File: config.mk
export PLATFORM = sky130hd
export DESIGN_NAME = remote_local_state_machine
export DESIGN_NICKNAME = d
export VERILOG_FILES = /design/src/verilog/rl_pkg.sv /design/src/verilog/remote_local_state_machine.sv
export VERILOG_INCLUDE_DIRS = /design/src /design/src/verilog
export SDC_FILE = /design/constraint.sdc
export NUM_CORES = 1
export LEC_CHECK = 0
export BUFFER_PORTS_ARGS = -buffer_cell sky130_fd_sc_hd__buf_2
export CAP_MARGIN = 10
export CELL_PAD_IN_SITES_DETAIL_PLACEMENT = 1
export CELL_PAD_IN_SITES_GLOBAL_PLACEMENT = 1
export CORE_UTILIZATION = 40
export CTS_CLUSTER_SIZE = 28
export DETAILED_ROUTE_END_ITERATION = 16
export GPL_TIMING_DRIVEN = 0
export PLACE_DENSITY = 0.79
export SYNTH_ARGS = -nofsm -noshare
export SYNTH_HDL_FRONTEND = slang
export SYNTH_SLANG_ARGS = --single-unit
File: constraint.sdc
create_clock -name clk_i -period 2.38 [get_ports clk_i]
set_input_delay 0.357 -clock clk_i [delete_from_list [all_inputs] [get_ports clk_i]]
set_output_delay 0.357 -clock clk_i [all_outputs]
set_load 0.005 [all_outputs]
File: src/verilog/rl_params.svh
// Constants for the remote/local state machine
`ifndef RL_PARAMS_SVH
`define RL_PARAMS_SVH
`define RL_ST_LOCS 4'h1
`define RL_ST_REMS 4'h2
`define RL_ST_LWLS 4'h4
`define RL_ST_RWLS 4'h8
`define RL_ADDR_CTRL 4'h0
`define RL_ADDR_STATE 4'h4
`define RL_ADDR_IRQ_STAT 4'h8
`define RL_ADDR_IRQ_MASK 4'hC
`define RL_CTRL_RESET 8'h00
`define RL_MASK_RESET 8'h00
`define RL_BIT_REMOTE 0
`define RL_BIT_LOCKOUT 1
`define RL_BIT_WRITE_REMOTE 2
`define RL_BIT_WRITE_LOCKOUT 3
`define RL_EV_URQ 0
`define RL_EV_CHANGE 1
`endif

File: src/verilog/rl_pkg.sv
// Types for the remote/local state machine
`include "rl_params.svh"
package rl_pkg;
  typedef enum logic [3:0] {
    ST_LOCAL = `RL_ST_LOCS,
    ST_REMOTE = `RL_ST_REMS,
    ST_LOCAL_LOCK = `RL_ST_LWLS,
    ST_REMOTE_LOCK = `RL_ST_RWLS
  } rl_state_t;
  typedef struct packed {
    logic rem;
    logic mla;
    logic gtl;
    logic llo;
  } bus_msg_t;
endpackage : rl_pkg

File: src/verilog/remote_local_state_machine.sv
// Remote/local control state machine with key gating and user request
//
// Design decisions made here: the strobed register port and the address map.
`timescale 1ns/1ps
`include "rl_params.svh"
module remote_local_state_machine
  import rl_pkg::*;
#(
  parameter int KEY_W = 16,
  parameter int ENTER_BIT = 0,
  parameter int POWER_BIT = 1,
  parameter bit NO_LOCKOUT_CAP = 1'b0
) (
  input wire logic clk_i,
  input wire logic rst_i,
  input wire bus_msg_t msg_i,
  input wire logic [KEY_W-1:0] keys_i,
  input wire logic [3:0] addr_i,
  input wire logic [7:0] wdata_i,
  input wire logic wr_i,
  input wire logic rd_i,
  output logic [7:0] rdata_o,
  output logic [KEY_W-1:0] keys_o,
  output logic [3:0] state_o,
  output logic urq_o,
  output logic irq_o
);
  initial begin
    if (KEY_W < 2 || ENTER_BIT >= KEY_W || POWER_BIT >= KEY_W ||
        ENTER_BIT == POWER_BIT) begin
      $error("remote_local_state_machine: bad key parameters");
    end
  end

  // Two flip-flop synchronisers for pins from outside the clock domain
  bus_msg_t msg_s1;
  bus_msg_t msg;
  logic [KEY_W-1:0] keys_s1;
  logic [KEY_W-1:0] keys;
  always_ff @(posedge clk_i) begin
    if (rst_i) begin
      msg_s1 <= '0;
      msg <= '0;
      keys_s1 <= '0;
      keys <= '0;
    end else begin
      msg_s1 <= msg_i;
      msg <= msg_s1;
      keys_s1 <= keys_i;
      keys <= keys_s1;
    end
  end

  // Enter edge detect on the synchronised key
  logic enter_q;
  logic enter_press;
  always_ff @(posedge clk_i) begin
    if (rst_i) begin
      enter_q <= 1'b0;
    end else begin
      enter_q <= keys[ENTER_BIT];
    end
  end
  assign enter_press = keys[ENTER_BIT] & ~enter_q;

  // Software property writes are one-cycle requests
  logic sw_rem_wr;
  logic sw_lock_wr;
  logic sw_rem_val;
  logic sw_lock_val;
  logic [7:0] ctrl;
  assign sw_rem_wr = wr_i && addr_i == `RL_ADDR_CTRL &&
                     wdata_i[`RL_BIT_WRITE_REMOTE];
  assign sw_lock_wr = wr_i && addr_i == `RL_ADDR_CTRL &&
                      wdata_i[`RL_BIT_WRITE_LOCKOUT];
  assign sw_rem_val = wdata_i[`RL_BIT_REMOTE];
  assign sw_lock_val = wdata_i[`RL_BIT_LOCKOUT];

  // Last values written to the properties, read back by software
  always_ff @(posedge clk_i) begin
    if (rst_i) begin
      ctrl <= `RL_CTRL_RESET;
    end else begin
      if (sw_rem_wr) begin
        ctrl[`RL_BIT_REMOTE] <= sw_rem_val;
      end
      if (sw_lock_wr) begin
        ctrl[`RL_BIT_LOCKOUT] <= sw_lock_val;
      end
    end
  end

  // Next-state logic; the bus messages take priority over software
  rl_state_t state;
  rl_state_t next_state;
  logic rtl;
  logic llo_ok;
  assign rtl = (state == ST_REMOTE) && enter_press;
  assign llo_ok = msg.llo && !NO_LOCKOUT_CAP;
  always_comb begin
    next_state = state;
    case (state)
      ST_LOCAL: begin
        if (msg.rem && llo_ok) begin
          next_state = ST_LOCAL_LOCK;
        end else if (msg.rem && msg.mla && !rtl) begin
          next_state = ST_REMOTE;
        end else if (sw_lock_wr && sw_lock_val && !NO_LOCKOUT_CAP) begin
          next_state = ST_LOCAL_LOCK;
        end else if (sw_rem_wr && sw_rem_val) begin
          next_state = ST_REMOTE;
        end
      end
      ST_REMOTE: begin
        if ((msg.gtl && msg.mla) || !msg.rem || (rtl && !llo_ok)) begin
          next_state = ST_LOCAL;
        end else if (llo_ok) begin
          next_state = ST_REMOTE_LOCK;
        end else if (sw_rem_wr && !sw_rem_val) begin
          next_state = ST_LOCAL;
        end else if (sw_lock_wr && sw_lock_val && !NO_LOCKOUT_CAP) begin
          next_state = ST_REMOTE_LOCK;
        end
      end
      ST_LOCAL_LOCK: begin
        // Front-panel keys never take part here
        if (!msg.rem) begin
          next_state = ST_LOCAL;
        end else if (msg.mla) begin
          next_state = ST_REMOTE_LOCK;
        end else if (sw_lock_wr && !sw_lock_val) begin
          next_state = ST_LOCAL;
        end else if (sw_rem_wr && sw_rem_val) begin
          next_state = ST_REMOTE_LOCK;
        end
      end
      ST_REMOTE_LOCK: begin
        if (!msg.rem) begin
          next_state = ST_LOCAL;
        end else if (msg.gtl) begin
          next_state = ST_LOCAL_LOCK;
        end else if (sw_lock_wr && !sw_lock_val) begin
          next_state = ST_LOCAL;
        end else if (sw_rem_wr && !sw_rem_val) begin
          next_state = ST_LOCAL_LOCK;
        end
      end
      default: begin
        next_state = ST_LOCAL;
      end
    endcase
    // Without the lockout capability a lockout state is never entered
    if (NO_LOCKOUT_CAP && (next_state == ST_LOCAL_LOCK ||
        next_state == ST_REMOTE_LOCK)) begin
      next_state = ST_LOCAL;
    end
  end

  // State register
  always_ff @(posedge clk_i) begin
    if (rst_i) begin
      state <= ST_LOCAL;
    end else begin
      state <= next_state;
    end
  end

  // Key gating by state, registered for clean outputs
  logic [KEY_W-1:0] remote_pass;
  logic [KEY_W-1:0] lock_pass;
  always_comb begin
    remote_pass = '0;
    lock_pass = '0;
    remote_pass[ENTER_BIT] = 1'b1;
    remote_pass[POWER_BIT] = 1'b1;
    lock_pass[POWER_BIT] = 1'b1;
  end
  always_ff @(posedge clk_i) begin
    if (rst_i) begin
      keys_o <= '0;
    end else begin
      case (state)
        ST_LOCAL: keys_o <= keys;
        ST_REMOTE: keys_o <= keys & remote_pass;
        ST_REMOTE_LOCK: keys_o <= keys & lock_pass;
        default: keys_o <= keys & lock_pass;
      endcase
    end
  end

  // Events: user request in lockout, and any state change
  logic urq_ev;
  logic chg_ev;
  assign urq_ev = enter_press &&
                  (state == ST_LOCAL_LOCK || state == ST_REMOTE_LOCK);
  assign chg_ev = next_state != state;

  // Display copy of state and user request pulse
  always_ff @(posedge clk_i) begin
    if (rst_i) begin
      state_o <= `RL_ST_LOCS;
      urq_o <= 1'b0;
    end else begin
      state_o <= next_state;
      urq_o <= urq_ev;
    end
  end

  // Sticky status, write one to clear; a new event wins over the clear
  logic [7:0] irq_stat;
  logic [7:0] irq_mask;
  logic [7:0] ev_vec;
  logic [7:0] clr_vec;
  always_comb begin
    ev_vec = '0;
    ev_vec[`RL_EV_URQ] = urq_ev;
    ev_vec[`RL_EV_CHANGE] = chg_ev;
  end
  assign clr_vec = (wr_i && addr_i == `RL_ADDR_IRQ_STAT) ? wdata_i : 8'h00;
  always_ff @(posedge clk_i) begin
    if (rst_i) begin
      irq_stat <= 8'h00;
    end else begin
      irq_stat <= (irq_stat & ~clr_vec) | ev_vec;
    end
  end

  // Mask register
  always_ff @(posedge clk_i) begin
    if (rst_i) begin
      irq_mask <= `RL_MASK_RESET;
    end else if (wr_i && addr_i == `RL_ADDR_IRQ_MASK) begin
      irq_mask <= wdata_i & 8'h03;
    end
  end

  // Level interrupt; registered from the next status value, so it changes with the status
  always_ff @(posedge clk_i) begin
    if (rst_i) begin
      irq_o <= 1'b0;
    end else begin
      irq_o <= |(((irq_stat & ~clr_vec) | ev_vec) & irq_mask);
    end
  end

  // Read port, data in the cycle after the strobe; unmapped reads zero
  always_ff @(posedge clk_i) begin
    if (rst_i) begin
      rdata_o <= 8'h00;
    end else if (rd_i) begin
      case (addr_i)
        `RL_ADDR_CTRL: rdata_o <= {6'h00, ctrl[1:0]};
        `RL_ADDR_STATE: rdata_o <= {4'h0, state};
        `RL_ADDR_IRQ_STAT: rdata_o <= irq_stat;
        `RL_ADDR_IRQ_MASK: rdata_o <= irq_mask;
        default: rdata_o <= 8'h00;
      endcase
    end else begin
      rdata_o <= 8'h00;
    end
  end

  // Assertions
  property p_reset_local;
    @(posedge clk_i) rst_i |=> state == ST_LOCAL;
  endproperty
  a_reset_local: assert property (p_reset_local)
    else $error("state not local after reset");

  property p_lock_keys;
    @(posedge clk_i) disable iff (rst_i)
      state == ST_REMOTE_LOCK |=> keys_o[ENTER_BIT] == 1'b0;
  endproperty
  a_lock_keys: assert property (p_lock_keys)
    else $error("enter passed in remote lockout");

  property p_local_keys;
    @(posedge clk_i) disable iff (rst_i)
      state == ST_LOCAL |=> keys_o == $past(keys);
  endproperty
  a_local_keys: assert property (p_local_keys)
    else $error("keys not passed in local");

  property p_urq;
    @(posedge clk_i) disable iff (rst_i)
      (enter_press && state == ST_LOCAL_LOCK) |=> urq_o && irq_stat[0];
  endproperty
  a_urq: assert property (p_urq)
    else $error("no user request in lockout");

  property p_no_lock_cap;
    @(posedge clk_i) disable iff (rst_i)
      NO_LOCKOUT_CAP |-> !(state == ST_LOCAL_LOCK ||
                           state == ST_REMOTE_LOCK);
  endproperty
  a_no_lock_cap: assert property (p_no_lock_cap)
    else $error("lockout reached without capability");

  property p_clear_lock;
    @(posedge clk_i) disable iff (rst_i)
      ((state == ST_LOCAL_LOCK || state == ST_REMOTE_LOCK) && !msg.rem)
      |=> state == ST_LOCAL;
  endproperty
  a_clear_lock: assert property (p_clear_lock)
    else $error("lockout not cleared by rem low");

  property p_lock_exit;
    @(posedge clk_i) disable iff (rst_i)
      (state == ST_LOCAL_LOCK && msg.rem && !sw_lock_wr)
      |=> state != ST_LOCAL;
  endproperty
  a_lock_exit: assert property (p_lock_exit)
    else $error("lockout left without command");

  property p_rem_listen;
    @(posedge clk_i) disable iff (rst_i)
      (state == ST_LOCAL && msg.rem && msg.mla && !msg.llo && !rtl)
      |=> state == ST_REMOTE;
  endproperty
  a_rem_listen: assert property (p_rem_listen)
    else $error("no move to remote");

  property p_gtl_lock;
    @(posedge clk_i) disable iff (rst_i)
      (state == ST_REMOTE_LOCK && msg.rem && msg.gtl)
      |=> state == ST_LOCAL_LOCK;
  endproperty
  a_gtl_lock: assert property (p_gtl_lock)
    else $error("gtl not honoured in remote lockout");

  property p_state_out;
    @(posedge clk_i) disable iff (rst_i) state_o == state;
  endproperty
  a_state_out: assert property (p_state_out)
    else $error("state output differs from state");

  // Only enter and power may reach the outputs while remote
  property p_remote_keys;
    @(posedge clk_i) disable iff (rst_i)
      state == ST_REMOTE |=> (keys_o & ~remote_pass) == '0;
  endproperty
  a_remote_keys: assert property (p_remote_keys)
    else $error("blocked key passed in remote");

  property p_urq_rlock;
    @(posedge clk_i) disable iff (rst_i)
      (enter_press && state == ST_REMOTE_LOCK) |=> urq_o;
  endproperty
  a_urq_rlock: assert property (p_urq_rlock)
    else $error("no user request in remote lockout");

  property p_llo_lock;
    @(posedge clk_i) disable iff (rst_i)
      (state == ST_REMOTE && msg.rem && !msg.gtl && !rtl && llo_ok)
      |=> state == ST_REMOTE_LOCK;
  endproperty
  a_llo_lock: assert property (p_llo_lock)
    else $error("llo not honoured in remote");

  property p_mla_lock;
    @(posedge clk_i) disable iff (rst_i)
      (state == ST_LOCAL_LOCK && msg.rem && msg.mla)
      |=> state == ST_REMOTE_LOCK;
  endproperty
  a_mla_lock: assert property (p_mla_lock)
    else $error("listen not honoured in local lockout");
endmodule : remote_local_state_machine

# Word level (Yosys, flattened, before mapping)

Cells that the tools add are included.

Eq/ne operators: 8
Bitwise operators: 7
Reductions and logical operators: 27
Multiplexer cells: 20

Operator list:

| cell                                                            | number |
|---|---|
| 4-bit two-way mux                                               | 16 |
| 16-bit one-hot mux with 2 select lines                          | 1 |
| 8-bit one-hot mux with 4 select lines                           | 1 |
| 1-bit logical AND                                               | 16 |
| 4-bit one-hot mux with 4 select lines                           | 1 |
| 4-bit == test, second input constant                            | 3 |
| 8-bit by 2-bit bitwise AND with 8-bit output                    | 1 |
| 8-bit bitwise AND                                               | 1 |
| 4-bit by 3-bit == test with 1-bit output, second input constant | 2 |
| 8-bit two-way mux                                               | 1 |
| 8-bit NOT                                                       | 1 |
| 8-bit by 2-bit OR with 8-bit output                             | 1 |
| 8-bit OR reduction                                              | 1 |
| 1-bit logical NOT                                               | 5 |
| 4-bit by 1-bit == test with 1-bit output, second input constant | 1 |
| 4-bit by 2-bit == test with 1-bit output, second input constant | 1 |
| 4-bit logical NOT                                               | 1 |
| 4-bit != test                                                   | 1 |
| 1-bit logical OR                                                | 3 |
| 1-bit NOT                                                       | 2 |
| 2-bit OR reduction                                              | 1 |
| 1-bit bitwise AND                                               | 1 |

Bits in registers: 83
Word-level logic and storage cells: 82
Output and inout bits: 30
Input port bits: 36

# Longest topological paths before layout

Gate-level depths: netlist of the first run.

Depth in word-level cells: 13
Mapped depth: 8
Gate-level depth less buffers: 6

# Worst setup path after synthesis of the first run

Ideal clock, no wire load.

Kind: input to register
Start: in addr_i[1]
End: reg irq_stat[1]
Slack: 0.213 ns
Stages: 7
Data required time: 2.239 ns
Buffers on the path: 1
Library setup time: 0.141 ns
Data arrival time: 2.026 ns
Path through: or3b_1 -> buf_2 -> or4_4 -> a221oi_2 -> o21ai_1 -> o31ai_1 -> a41oi_2

Cells in the longest elaborated chain, start to end: 11
Elaborated cells between the ends (all ways): 32
Those cells by class: eq/ne (2); mux (18); bitwise (3); reduce/logical (9)

Ends and longest elaborated chain:

| what                                              | RTL line                                                           | text |
|---|---|---|
| start, declared                                   | remote_local_state_machine.sv:18                                   | `input wire logic [3:0] addr_i,` |
| 4-bit logical NOT                                 | n/a                                                                |  |
| 1-bit logical AND (no source line)                | n/a                                                                |  |
| 1-bit logical AND (on tied branches)              | remote_local_state_machine.sv:72, remote_local_state_machine.sv:74 |  |
| 1-bit logical AND (on tied branches)              | n/a                                                                |  |
| 4-bit two-way mux (on tied branches) (4 in a row) | n/a                                                                |  |
| 4-bit one-hot mux with 4 select lines             | remote_local_state_machine.sv:102                                  | `case (state)` |
| 4-bit != test                                     | remote_local_state_machine.sv:196                                  | `assign chg_ev = next_state != state;` |
| 8-bit by 2-bit OR with 8-bit output *             | remote_local_state_machine.sv:224                                  | `irq_stat <= (irq_stat & ~clr_vec) \| ev_vec;` |
| end signal, assigned                              | remote_local_state_machine.sv:224                                  |  |
| end, declared                                     | remote_local_state_machine.sv:210                                  | `logic [7:0] irq_stat;` |

Mark *: on every way between the ends. The rest lies on a longest branch, timed or not.
A chain may end at the register's enable or synchronous reset.

==> summary.md, run 1 <==
| Metric | Value |
|---|---|
| Status | finished, final reports clean |
| Fin crit period | around 2.2 ns |
| Length in cells of the worst reg-to-reg path | 7 |
| Overall Global Routing Usage | 18.7% |
| Die width | 87.8 um |
| Main area contributors after synthesis | dfxtp_1 (56%), nor2b_1 (11%), and2_1 (4.0%) |
| Hold path start | wdata_i[6] |
| Post-Syn Area | 0.00295 mm^2 |
| Most frequent cell after synthesis | dfxtp_1 |
| Top cell type's share of synthesized area | 56.4% |
| # placed instances | 454 |
| Post-CTS Setup Repair Bufs | 0 |
| Total Die Area | 0.00772 mm^2 |
| Syn Inst Count | 295 |
| Post-Route WL | between 6 and 7 mm |
| Fmax | 446 MHz |
| Layout Skew | around 0.014 ns |
| Max Root-Sink Buffers | 2 |
| Critical Path End Type | flip-flop |
| Area leader, netlist | dfxtp_1 |
| Max-cap check violation count | 0 |
| Core area | 0.00694 mm^2 |
| Crit-path slowest cell | nor4b_1 |
| # DRC | 0 |
| Yosys warning count | 0 |
| Min-Delay Path Class | primary input to flip-flop |
| Sequential area share after synthesis | between 50 and 60% |
| Initial antenna violation count | 0 |
| Top delay family on crit path | simple AND/OR/NAND/NOR gates |
| Final setup fails | 0 |
| Depth of the CTS H-tree | 3 |
| RR Startpoint | state_o[1] |
| Vias in the first global route | 2256 |
| Drt pass-1 iters | 4 |
| I/O Pins | 66 |
| Tot Pwr | 2610 uW |
| Critical Path Start | state_o[1] |
| HPWL after detailed placement | around 5 mm |
| Slew Limit Fails | 0 |
| Final Hold Fails | 0 |
| Total grt overflow | 0 |
| Largest fanout on the critical path | 10 |
| GPL Wtd Cong | between 0.9 and 1 |
| VDD IR-drop max | 577 uV |
| CTS tree | built |
| Layout cells sized above 1 | between 20 and 30% |
| Share of flip-flops with an asynchronous set or reset | 0% |
| Mean post-synth cell area | around 10 um^2 |
| Die height | 87.8 um |
| Number of synthesized register bits | 83 |
| Pleak | 0.00151 uW |
| Row cnt | 30 |
| Buffers on Ports | 63 |
| Synth cell types | between 40 and 50 |
| FF+latch area | 0.00166 mm^2 |
| Most frequent cells after synthesis | dfxtp_1 (83), nor2b_1 (50), nor2_1 (20) |
| Max incr delay on CP | 0.38 ns |
| Worst Path Arrival | about 2.5 ns |
| Levels on crit path | 7 |
| Routed vias | 2317 |
| Initial Util | 42.5% |
| Final Cycle Share | 94.2% |
| Worst-path cell chain | buf_2 > nor4b_4 > and3_1 > o311ai_0 > and2_1 > nor4b_1 > a211oi_2 |
| Fin nets | 405 |
| Fill cell count | 817 |
| Worst EP required | 2.61 ns |
| Reg2reg setup slack | about 0.14 ns |
| Measured slew at the worst slew-check pin | roughly 0.64 ns |
| Clock sink total | 83 |
| Diodes inserted | 0 |
| Iteration-0 DRC Markers | 109 |
| First-pass GRT wire length | 10.6 mm |
| Worst-Skew Late Latency | 0.36 ns |
| Clock slew at reported path FFs | 0.09 ns |
| Mean routed wirelength per cell | between 10 and 15 um |
| Area of the multi-input gates | approximately 0.0013 mm^2 |
| Net Count, Synth | roughly 330 |
| Buf/Inv on CP | 1 |
| Area delta synth->final | 23.0% |
| Post-route insts no fill | 470 |
| Maximum number of pins on one net before global-route repair | 18 |
| Routed Antenna Nets | 0 |
| Crit Path Class | flip-flop to flip-flop |
| Vias per inst | 4.93 |
| Min Hold Slack | 0.159 ns |
| Hold path cells | 2 |
| Number of enable flip-flop cells after synthesis | 0 |
| Max-Slew Margin vs Limit | 56.8% |
| Top FF cell, synth | dfxtp_1 |
| CTS root buffer | clkbuf_8 |
| Num CTS Buffers | 9 |
| Critical path launch point type | flip-flop |
| Pwr/cell area | 719 mW/mm^2 |
## worst reg2reg max path: stages, from the launching register on
cell      delay, ns
dfxtp_1        0.36
buf_2          0.26
nor4b_4        0.27
and3_1         0.27
o311ai_0       0.22
and2_1         0.24
nor4b_1        0.38
a211oi_2       0.12
## layout make-up
cell class / count / share of cell area [%]
sequential: 83 / 45.8
clock inverter: 7 / 1.97
clock buffer: 9 / 3.42
multi-input combinational: 194 / 34.7
buffer: 15 / 1.73
timing repair buffer: 63 / 8.70
tap: 96 / 3.31
inverter: 3 / 0.311
## kinds of logic (layout without fill, tap and decap cells)
kind of cell | after synthesis | count (layout) | share of synthesized area (%)
mux | 5 | 5 | 1.70
flops | 83 | 83 | 56.4
buf+inv | 18 | 97 | 2.46
compound gates | 42 | 42 | 10.4
simple gates | 144 | 144 | 28.2
xor+xnor | 3 | 3 | 0.892
## timing repair
item | 4_1_cts | 5_1_grt
hold buffers | 0 | 0
setup endpoints to repair | 2 | 2
gates resized for setup | 1 | 8
endpoints found under the hold margin | 0 | 0
## placed cells by master (no fill, tap or decap), types with 2 or more instances in the layout
| cell type | Yosys | routed |
|---|---|---|
| or3_1 | 4 | 4 |
| dfxtp_1 | 83 | 83 |
| nand3_1 | 4 | 4 |
| nand4_1 | 2 | 2 |
| nand3b_1 | 2 | 2 |
| o21ai_0 | 3 | 3 |
| nor4b_2 | 0 | 3 |
| and3_1 | 2 | 2 |
| nor2_1 | 20 | 20 |
| a221o_1 | 2 | 2 |
| nor3_1 | 3 | 3 |
| nand2_1 | 17 | 17 |
| xnor2_1 | 2 | 2 |
| inv_8 | 0 | 2 |
| nand2b_1 | 8 | 8 |
| o311ai_0 | 2 | 2 |
| a21oi_1 | 15 | 15 |
| a211o_1 | 2 | 2 |
| a22oi_1 | 2 | 2 |
| inv_1 | 3 | 3 |
| a31oi_1 | 2 | 2 |
| nor4b_1 | 7 | 3 |
| clkbuf_8 | 0 | 9 |
| buf_2 | 4 | 67 |
| and2_1 | 19 | 19 |
| o22a_1 | 2 | 2 |
| nor2b_1 | 50 | 50 |
| clkinvlp_4 | 0 | 2 |
| clkbuf_1 | 10 | 9 |
| mux2i_1 | 5 | 5 |
## where the power goes
group          total (uW)  internal, uW  switching, uW  leakage [uW]
Clock                 975           407            568     0.0000926
Combinational         185          84.1            101      0.000734
Sequential           1450          1430           15.5      0.000679
Total                2610          1920            685       0.00151
## worst paths after layout
| check | to |
|---|---|
| worst min register to register | keys_o[7] |
| worst min-delay path | irq_stat[6] |
| worst max-delay path | irq_o |
| worst max register to register | irq_o |
## layer usage
metal	share of wire (%)	vias to the layer above	GRT usage, %
met5	0	-	0
met4	0.68	0	5.07
met3	4.2	5	6.60
met2	52	53	32.8
met1	43	1113	21.5
li1	-	1146	-
## flip-flops by register name, summed over array words and instances (netlist names)
signal and cells:
keys 16, keys_o 16, keys_s1 16, irq_stat 8, rdata_o 8, msg_s1 4
state_o 4, msg 3, ctrl 2, irq_mask 2, enter_q 1, irq_o 1
llo_ok 1, urq_o 1
## metrics by stage
step,setup WS [ns],TNS (ns),area (um^2),util [%]
after floorplan,0.213,0,2950,-
after global placement,-0.0305,-0.0376,3380,48.7
after detailed placement,-0.0741,-0.0999,3380,48.7
after CTS,0.0139,0,3580,51.6
after global routing,-0.000959,-0.000959,3630,52.2
final,0.138,0,3630,52.2
Note: power is estimated with default switching activity, not from simulation.
==> run 2: changes to the inputs <==
--- a/config.mk
+++ b/config.mk
@@ -15,6 +15,7 @@
 export DETAILED_ROUTE_END_ITERATION = 16
 export GPL_TIMING_DRIVEN = 0
 export PLACE_DENSITY = 0.79
+export SETUP_SLACK_MARGIN = 0.5
 export SYNTH_ARGS = -nofsm -noshare
 export SYNTH_HDL_FRONTEND = slang
 export SYNTH_SLANG_ARGS = --single-unit
==> run 2 against run 1 <==
  * Flip-flop and latch count unchanged
  * Clock skew rose by 0.0027 ns
  * Count of clock-buffer cells in the layout stayed put
  * Sequential power about the same
  * Critical endpoint is now irq_stat[1]
  * Highest routed layer unchanged
==> summary.md, run 2 (synthesized netlist as in run 1, its figures left out) <==
| Metric | Value |
|---|---|
| Status | finished, final reports clean |
| Mean routed wirelength per cell | 15.5 um (+7.3%) |
| Worst-path cell chain | buf_2 > or3b_4 > buf_6 > or4_4 > a221oi_4 > o21ai_2 > o31ai_4 > a41oi_2 |
| # DRC | 0 (unchanged) |
| Min Hold Slack | 0.159 ns (-0.000406 ns) |
| Top delay family on crit path | simple AND/OR/NAND/NOR gates |
| Clock slew at reported path FFs | 0.10 ns (about the same) |
| Dpl cell area | 0.00342 mm^2 (+1.1%) |
| Crit-path slowest cell | or4_4 |
| Diodes inserted | 0 (unchanged) |
| HPWL after detailed placement | 5.00 mm (+0.23%) |
| Initial Util | 42.5% (unchanged) |
| Fin crit period | 1.95 ns (-0.295 ns) |
| Final Hold Fails | 0 (unchanged) |
| Buf/Inv on CP | 2 (+1) |
| Worst Path Arrival | 2.18 ns (-0.29 ns) |
| Worst EP required | 2.62 ns (about the same) |
| Final setup fails | 0 (unchanged) |
| Drt pass-1 iters | 4 (unchanged) |
| Worst flop-to-flop path endpoint | irq_stat[1] |
| Core area | 0.00694 mm^2 (unchanged) |
| Die width | 87.8 um (unchanged) |
| Post-Route WL | 7.48 mm (+9.9%) |
| Overall Global Routing Usage | 20.2% (+1.5 points) |
| Layout Skew | 0.0167 ns (+0.00267 ns) |
| Initial antenna violation count | 0 (unchanged) |
| Pwr/cell area | 682 mW/mm^2 (-5.1%) |
| Buffers on Ports | 63 (unchanged) |
| Total Die Area | 0.00772 mm^2 (unchanged) |
| Critical path launch point type | primary input |
| # placed instances | 454 (unchanged) |
| CTS root buffer | clkbuf_8 |
| GPL Wtd Cong | 0.913 (-3.5%) |
| Max-Slew Margin vs Limit | 59.3% (+2.5 points) |
| Slew Limit Fails | 0 (unchanged) |
| Vias in the first global route | 2377 (+5.4%) |
| Min-Delay Path Class | primary input to flip-flop |
| Max Root-Sink Buffers | 2 (unchanged) |
| Routed Antenna Nets | 0 (unchanged) |
| Crit Path Class | primary input to flip-flop |
| Fin util | 56.1% (+3.9 points) |
| Vias per inst | 5.01 (+1.6%) |
| Num CTS Buffers | 9 (unchanged) |
| Post-route cell area | 0.00390 mm^2 (+7.5%) |
| Hold Crit Endpoint | irq_stat[4] |
| Fmax | 514 MHz (+15%) |
| Largest fanout on the critical path | 8 (-2) |
| Die height | 87.8 um (unchanged) |
| Unrepaired setup endpoints after global routing | yes |
| Hold path cells | 2 (unchanged) |
| Routed vias | 2409 (+4.0%) |
| Pleak | 0.00163 uW (+8.1%) |
| I/O Pins | 66 (unchanged) |
| Depth of the CTS H-tree | 3 (unchanged) |
| Clock sink total | 83 (unchanged) |
| Critical Path End Type | flip-flop |
| Post-route insts no fill | 481 (+2.3%) |
| Final Cycle Share | 81.8% (-12 points) |
| Max-cap check violation count | 0 (unchanged) |
| Max incr delay on CP | 0.45 ns (+0.07 ns) |
| VDD IR-drop max | 421 uV (-27%) |
| Worst-Skew Late Latency | 0.36 ns (about the same) |
| Total grt overflow | 0 (unchanged) |
| Layout cells sized above 1 | 32.7% (+7.1 points) |
| Commonest non-fill, non-tap cell in the layout | dfxtp_1 |
| Tot Pwr | 2660 uW (+2.0%) |
| Iteration-0 DRC Markers | 73 (-33%) |
| Reg2reg setup slack | 0.47 ns (+0.33 ns) |
| Maximum number of pins on one net before global-route repair | 18 (unchanged) |
| Area delta synth->final | 32.2% |
| Most frequent cells in the layout | dfxtp_1 (80), buf_2 (63), nor2b_1 (49) |
| Length in cells of the worst reg-to-reg path | 7 (unchanged) |
| First-pass GRT wire length | 11.4 mm (+7.3%) |
| Biggest regs | keys x16, keys_o x16, keys_s1 x16 |
| CTS tree | built |
| Row cnt | 30 (unchanged) |
| RR Startpoint | state_o[0] |
| Hold path start | wdata_i[4] |
| Measured slew at the worst slew-check pin | 0.611 ns (-0.0289 ns) |
| Fin nets | 416 (+2.7%) |
[run 2: worst max-delay path by stage]
stage | endpoint | cells past startpoint | slack, ns | start
3_3_place_gp | irq_stat[1] | 7 | -0.07 | state_o[0]
4_1_cts | irq_stat[1] | 7 | 0.45 | state_o[1]
3_5_place_dp | irq_stat[1] | 7 | -0.13 | state_o[0]
2_1_floorplan | irq_stat[1] | 7 | 0.32 | addr_i[0]
6_report | irq_stat[1] | 8 | 0.43 | addr_i[0]
5_1_grt | irq_stat[1] | 8 | 0.39 | addr_i[0]
[run 2: layout make-up]
| cell class | count | area, um^2 |
|---|---|---|
| multi-input combinational | 194 | 1380 |
| buffer | 15 | 113 |
| timing repair buffer | 74 | 414 |
| clock buffer | 9 | 124 |
| clock inverter | 7 | 71.3 |
| tap | 96 | 120 |
| sequential | 83 | 1670 |
| inverter | 3 | 11.3 |
| fill | 806 | 3050 |
[run 2: repair_timing]
action	4_1_cts	5_1_grt
resized for setup	24	20
endpoints found under the setup margin	19	14
buffers inserted	3	8
pin swaps	5	14
hold buffers	0	0
[run 2: power breakdown]
| part | internal, uW | switching [uW] |
|---|---|---|
| Sequential | 1430 | 17.5 |
| Combinational | 114 | 117 |
| Clock | 407 | 570 |
| Total | 1950 | 705 |
[run 2: metal layers]
| layer | part of all wire [%] | vias to the layer above | track usage (%) |
|---|---|---|---|
| met5 | 0 | - | 0 |
| met3 | 3.9 | 15 | 4.34 |
| met4 | 1.9 | 0 | 9.69 |
| met2 | 53 | 65 | 36.4 |
| met1 | 41 | 1162 | 22.4 |
| li1 | - | 1167 | - |
[run 2: metrics by stage]
| step | TNS [ns] | worst slack, ns |
|---|---|---|
| 2_1_floorplan | 0 | 0.319 |
| 3_3_place_gp | -0.0936 | -0.0723 |
| 3_5_place_dp | -0.201 | -0.128 |
| 4_1_cts | 0 | 0.449 |
| 5_1_grt | 0 | 0.388 |
| 6_report | 0 | 0.433 |
==> run 3: changes to the inputs <==
--- a/config.mk
+++ b/config.mk
@@ -6,15 +6,16 @@
 export SDC_FILE = /design/constraint.sdc
 export NUM_CORES = 1
 export LEC_CHECK = 0
+export ABC_AREA = 1
 export BUFFER_PORTS_ARGS = -buffer_cell sky130_fd_sc_hd__buf_2
 export CAP_MARGIN = 10
 export CELL_PAD_IN_SITES_DETAIL_PLACEMENT = 1
 export CELL_PAD_IN_SITES_GLOBAL_PLACEMENT = 1
-export CORE_UTILIZATION = 40
+export CORE_UTILIZATION = 35
 export CTS_CLUSTER_SIZE = 28
 export DETAILED_ROUTE_END_ITERATION = 16
 export GPL_TIMING_DRIVEN = 0
-export PLACE_DENSITY = 0.79
+export PLACE_DENSITY = 0.77
 export SETUP_SLACK_MARGIN = 0.5
 export SYNTH_ARGS = -nofsm -noshare
 export SYNTH_HDL_FRONTEND = slang
==> constraint.sdc (replaced) <==
create_clock -name clk_i -period 1.7 [get_ports clk_i]
set_input_delay 0.255 -clock clk_i [delete_from_list [all_inputs] [get_ports clk_i]]
set_output_delay 0.255 -clock clk_i [all_outputs]
set_load 0.005 [all_outputs]
==> run 3 against run 2 <==
  * The flow now finishes with violations (negative setup slack)
  * Synthesized cell count grew 32%
  * Non-clock buffer count up 5
  * Register-to-register slack got worse by 0.51 ns
  * Clock skew decreased by 0.0050 ns
  * Count of clock-buffer cells in the layout stayed put
  * Sequential share of layout area decreased by 1.3 points
  * Critical path type is now flip-flop to flip-flop
  * Highest routed layer unchanged
==> summary.md, run 3 <==
| Metric | Value |
|---|---|
| Status | finished with violations |
| Failing checks | negative setup slack |
| Layout Skew | 0.0117 ns (-0.00498 ns) |
| Gate power share | 9.2% (+0.5 points) |
| Net load switching power | 1060 uW (+50%) |
| Worst setup margin | -0.0402 ns (-0.473 ns) |
| Measured slew at the worst slew-check pin | 0.553 ns (-0.0582 ns) |
| Area leader, netlist | dfxtp_1 |
| Post-Syn Area | 0.00305 mm^2 (+3.5%) |
| Pwr/cell area | 936 mW/mm^2 (+37%) |
| Max Root-Sink Buffers | 2 (unchanged) |
| Critical Path Start | state_o[0] |
| Top FF cell, synth | dfxtp_1 |
| Worst Path Arrival | 2.00 ns (-0.18 ns) |
| Final setup fails | 1 (+1) |
| Iteration-0 DRC Markers | 38 (-48%) |
| Total Die Area | 0.00910 mm^2 (+18%) |
| Fin util | 48.6% (-7.5 points) |
| Fill cell count | 1070 (+33%) |
| Area delta synth->final | 33.0% |
| I/O Pins | 66 (unchanged) |
| Hold path start | keys_i[9] |
| Most frequent cell after synthesis | dfxtp_1 |
| Max-Slew Margin vs Limit | 63.1% (+3.9 points) |
| Worst EP required | 1.96 ns (-0.66 ns) |
| Final Hold Fails | 0 (unchanged) |
| Buffers on Ports | 64 (+1.6%) |
| HPWL after detailed placement | 5.36 mm (+7.1%) |
| Drt pass-1 iters | 4 (unchanged) |
| Net Count, Synth | 424 (+28%) |
| Yosys warning count | 0 (unchanged) |
| Number of synthesized register bits | 83 (unchanged) |
| Crit Path Class | flip-flop to flip-flop |
| Most frequent cells in the layout | dfxtp_1 (78), nand2_1 (68), nor2_1 (66) |
| Unrepaired setup endpoints after global routing | yes |
| Routed vias | 2669 (+11%) |
| Vias in the first global route | 2683 (+13%) |
| Synth cell types | 28 (-39%) |
| Largest fanout on the critical path | 5 (-3) |
| Diodes inserted | 0 (unchanged) |
| Fin crit period | 1.74 ns |
| Number of enable flip-flop cells after synthesis | 0 (unchanged) |
| Top cell type's share of synthesized area | 54.4% (-1.9 points) |
| First-pass GRT wire length | 12.4 mm (+8.9%) |
| Max-cap check violation count | 0 (unchanged) |
| Min-Delay Path Class | primary input to flip-flop |
| Share of flip-flops with an asynchronous set or reset | 0% (unchanged) |
| Num CTS Buffers | 9 (unchanged) |
| Vias per inst | 4.49 (-10%) |
| Biggest regs | keys x16, keys_o x16, keys_s1 x16 |
| Clock sink total | 83 (unchanged) |
| Critical path launch point type | flip-flop |
| Initial antenna violation count | 0 (unchanged) |
| Maximum number of pins on one net before global-route repair | 19 (+1) |
| Net Sw Frac | 27.9% (+1.4 points) |
| Overall Global Routing Usage | 18.3% (-1.9 points) |
| Slew Limit Fails | 0 (unchanged) |
| Layout cells sized above 1 | 33.1% (+0.40 points) |
| Most frequent cells after synthesis | dfxtp_1 (83), nand2_1 (74), nor2_1 (74) |
| RR Startpoint | state_o[0] |
| CTS root buffer | clkbuf_8 |
| Sequential area share after synthesis | 54.4% (-1.9 points) |
| Core area | 0.00834 mm^2 (+20%) |
| Internal power | 2740 uW (+40%) |
| Row cnt | 33 (+10%) |
| Clock slew at reported path FFs | 0.10 ns (about the same) |
| Initial Util | 36.6% (-5.9 points) |
| CTS tree | built |
| Fin nets | 520 (+25%) |
| Fmax | 575 MHz |
| Final Cycle Share | 102% |
| Sequential share of power | 53.6% (-0.9 points) |
| Total grt overflow | 0 (unchanged) |
| Die height | 95.4 um (+8.6%) |
| Pleak | 0.00204 uW (+25%) |
| Routed Antenna Nets | 0 (unchanged) |
| Worst-Skew Late Latency | 0.37 ns (about the same) |
| VDD IR-drop max | 396 uV (-5.9%) |
| CTS hold repair buffers | 0 (unchanged) |
| Commonest non-fill, non-tap cell in the layout | dfxtp_1 |
| Post-Route WL | 7.67 mm (+2.7%) |
| Mean post-synth cell area | 7.87 um^2 (-21%) |
| Clock power frac | 37.2% (+0.4 points) |
| Tot Pwr | 3800 uW (+43%) |
| GPL Wtd Cong | 0.881 (-3.5%) |
| Die width | 95.4 um (+8.6%) |
| Main area contributors after synthesis | dfxtp_1 (54%), nand2_1 (9.1%), nor2_1 (9.1%) |
| Mean routed wirelength per cell | 12.9 um (-17%) |
| # DRC | 0 (unchanged) |
| Depth of the CTS H-tree | 3 (unchanged) |
| Critical Path End Type | flip-flop |
| Syn Inst Count | 388 (+32%) |
==> run 3: changes by cell type in the layout (fill, tap and decap cells not counted), moves of 6 or more <==
cell      change
nand2b_1      -8
nor2b_1      -49
nor2_1       +47
nor2_2        +8
nand2_1      +52
buf_4         +9
nand3_2       +6
nand3_1      +13
inv_1        +60
nor2_4        +6
nand2_2       +7
and2_1       -19
==> run 3: repair_timing <==
item,CTS,global route
resized for setup,19,18
pin swaps,12,8
endpoints found under the setup margin,22,26
buffers inserted,11,9
cloned,0,1
==> run 3: worst paths after layout <==
check	end	slack, ns	cells past startpoint
hold reg to reg	keys[2]	0.40	2
hold / removal	keys_s1[9]	0.07	3
setup reg to reg	irq_o	-0.04	13
setup / recovery	irq_o	-0.04	13
==> run 3: power by group through the flow <==
stage	clock [uW]	sequential (uW)	combinational [uW]
2_1_floorplan	0	2070	172
3_3_place_gp	0	2080	276
3_5_place_dp	0	2080	285
4_1_cts	1460	2040	310
5_1_grt	1550	2040	397
6_report	1410	2030	351
==> run 3: critical path: stages (launching register included) <==
cell and delay [ns]:
dfxtp_4 0.39, nor2_4 0.15, nand3_2 0.13, buf_4 0.16, a21oi_1 0.12, nand2_1 0.09, nand2_2 0.09, nor2_2 0.06
nand2_1 0.07, nand3_2 0.10, nor2_4 0.12, nand2_1 0.06, nand3_1 0.06, nand2_1 0.05
==> run 3: kinds of logic after synthesis <==
| family | share of synthesized area, % |
|---|---|
| and+or+nand+nor | 30.4 |
| DFF | 54.4 |
| buffers and inverters | 10.1 |
| AOI/OAI and AO/OA | 5.04 |
==> run 3: cell type report <==
class	instances	area [um^2]	share of cell area [%]
Sequential cell	83	1680	41.4
Multi-Input combinational cell	224	1200	29.6
Timing Repair Buffer	85	509	12.6
Inverter	72	287	7.06
Tap cell	105	131	3.24
Clock buffer	9	124	3.05
Clock inverter	7	76.3	1.88
Buffer	9	48.8	1.20
==> run 3: per-stage QoR <==
step           hold WS, ns  setup WS (ns)  instance area [um^2]  setup TNS (ns)  cells
4_1_cts             0.0629        0.00608                  3910               0    584
2_1_floorplan        0.362          0.169                  3120               0    388
6_report            0.0738        -0.0402                  4060         -0.0402    594
5_1_grt             0.0601         -0.212                  4060          -0.321    594
3_5_place_dp         0.396         -0.193                  3570          -0.312    557
3_3_place_gp         0.391         -0.160                  3570          -0.251    557
==> run 3: routing by layer <==
layer  GRT usage, %  part of all wire [%]  vias up
met4           8.46                   1.5        0
met2           32.0                    52       55
met1           20.8                    42     1248
met3           4.70                   4.2       11
li1               -                     -     1355
met5              0                     0        -
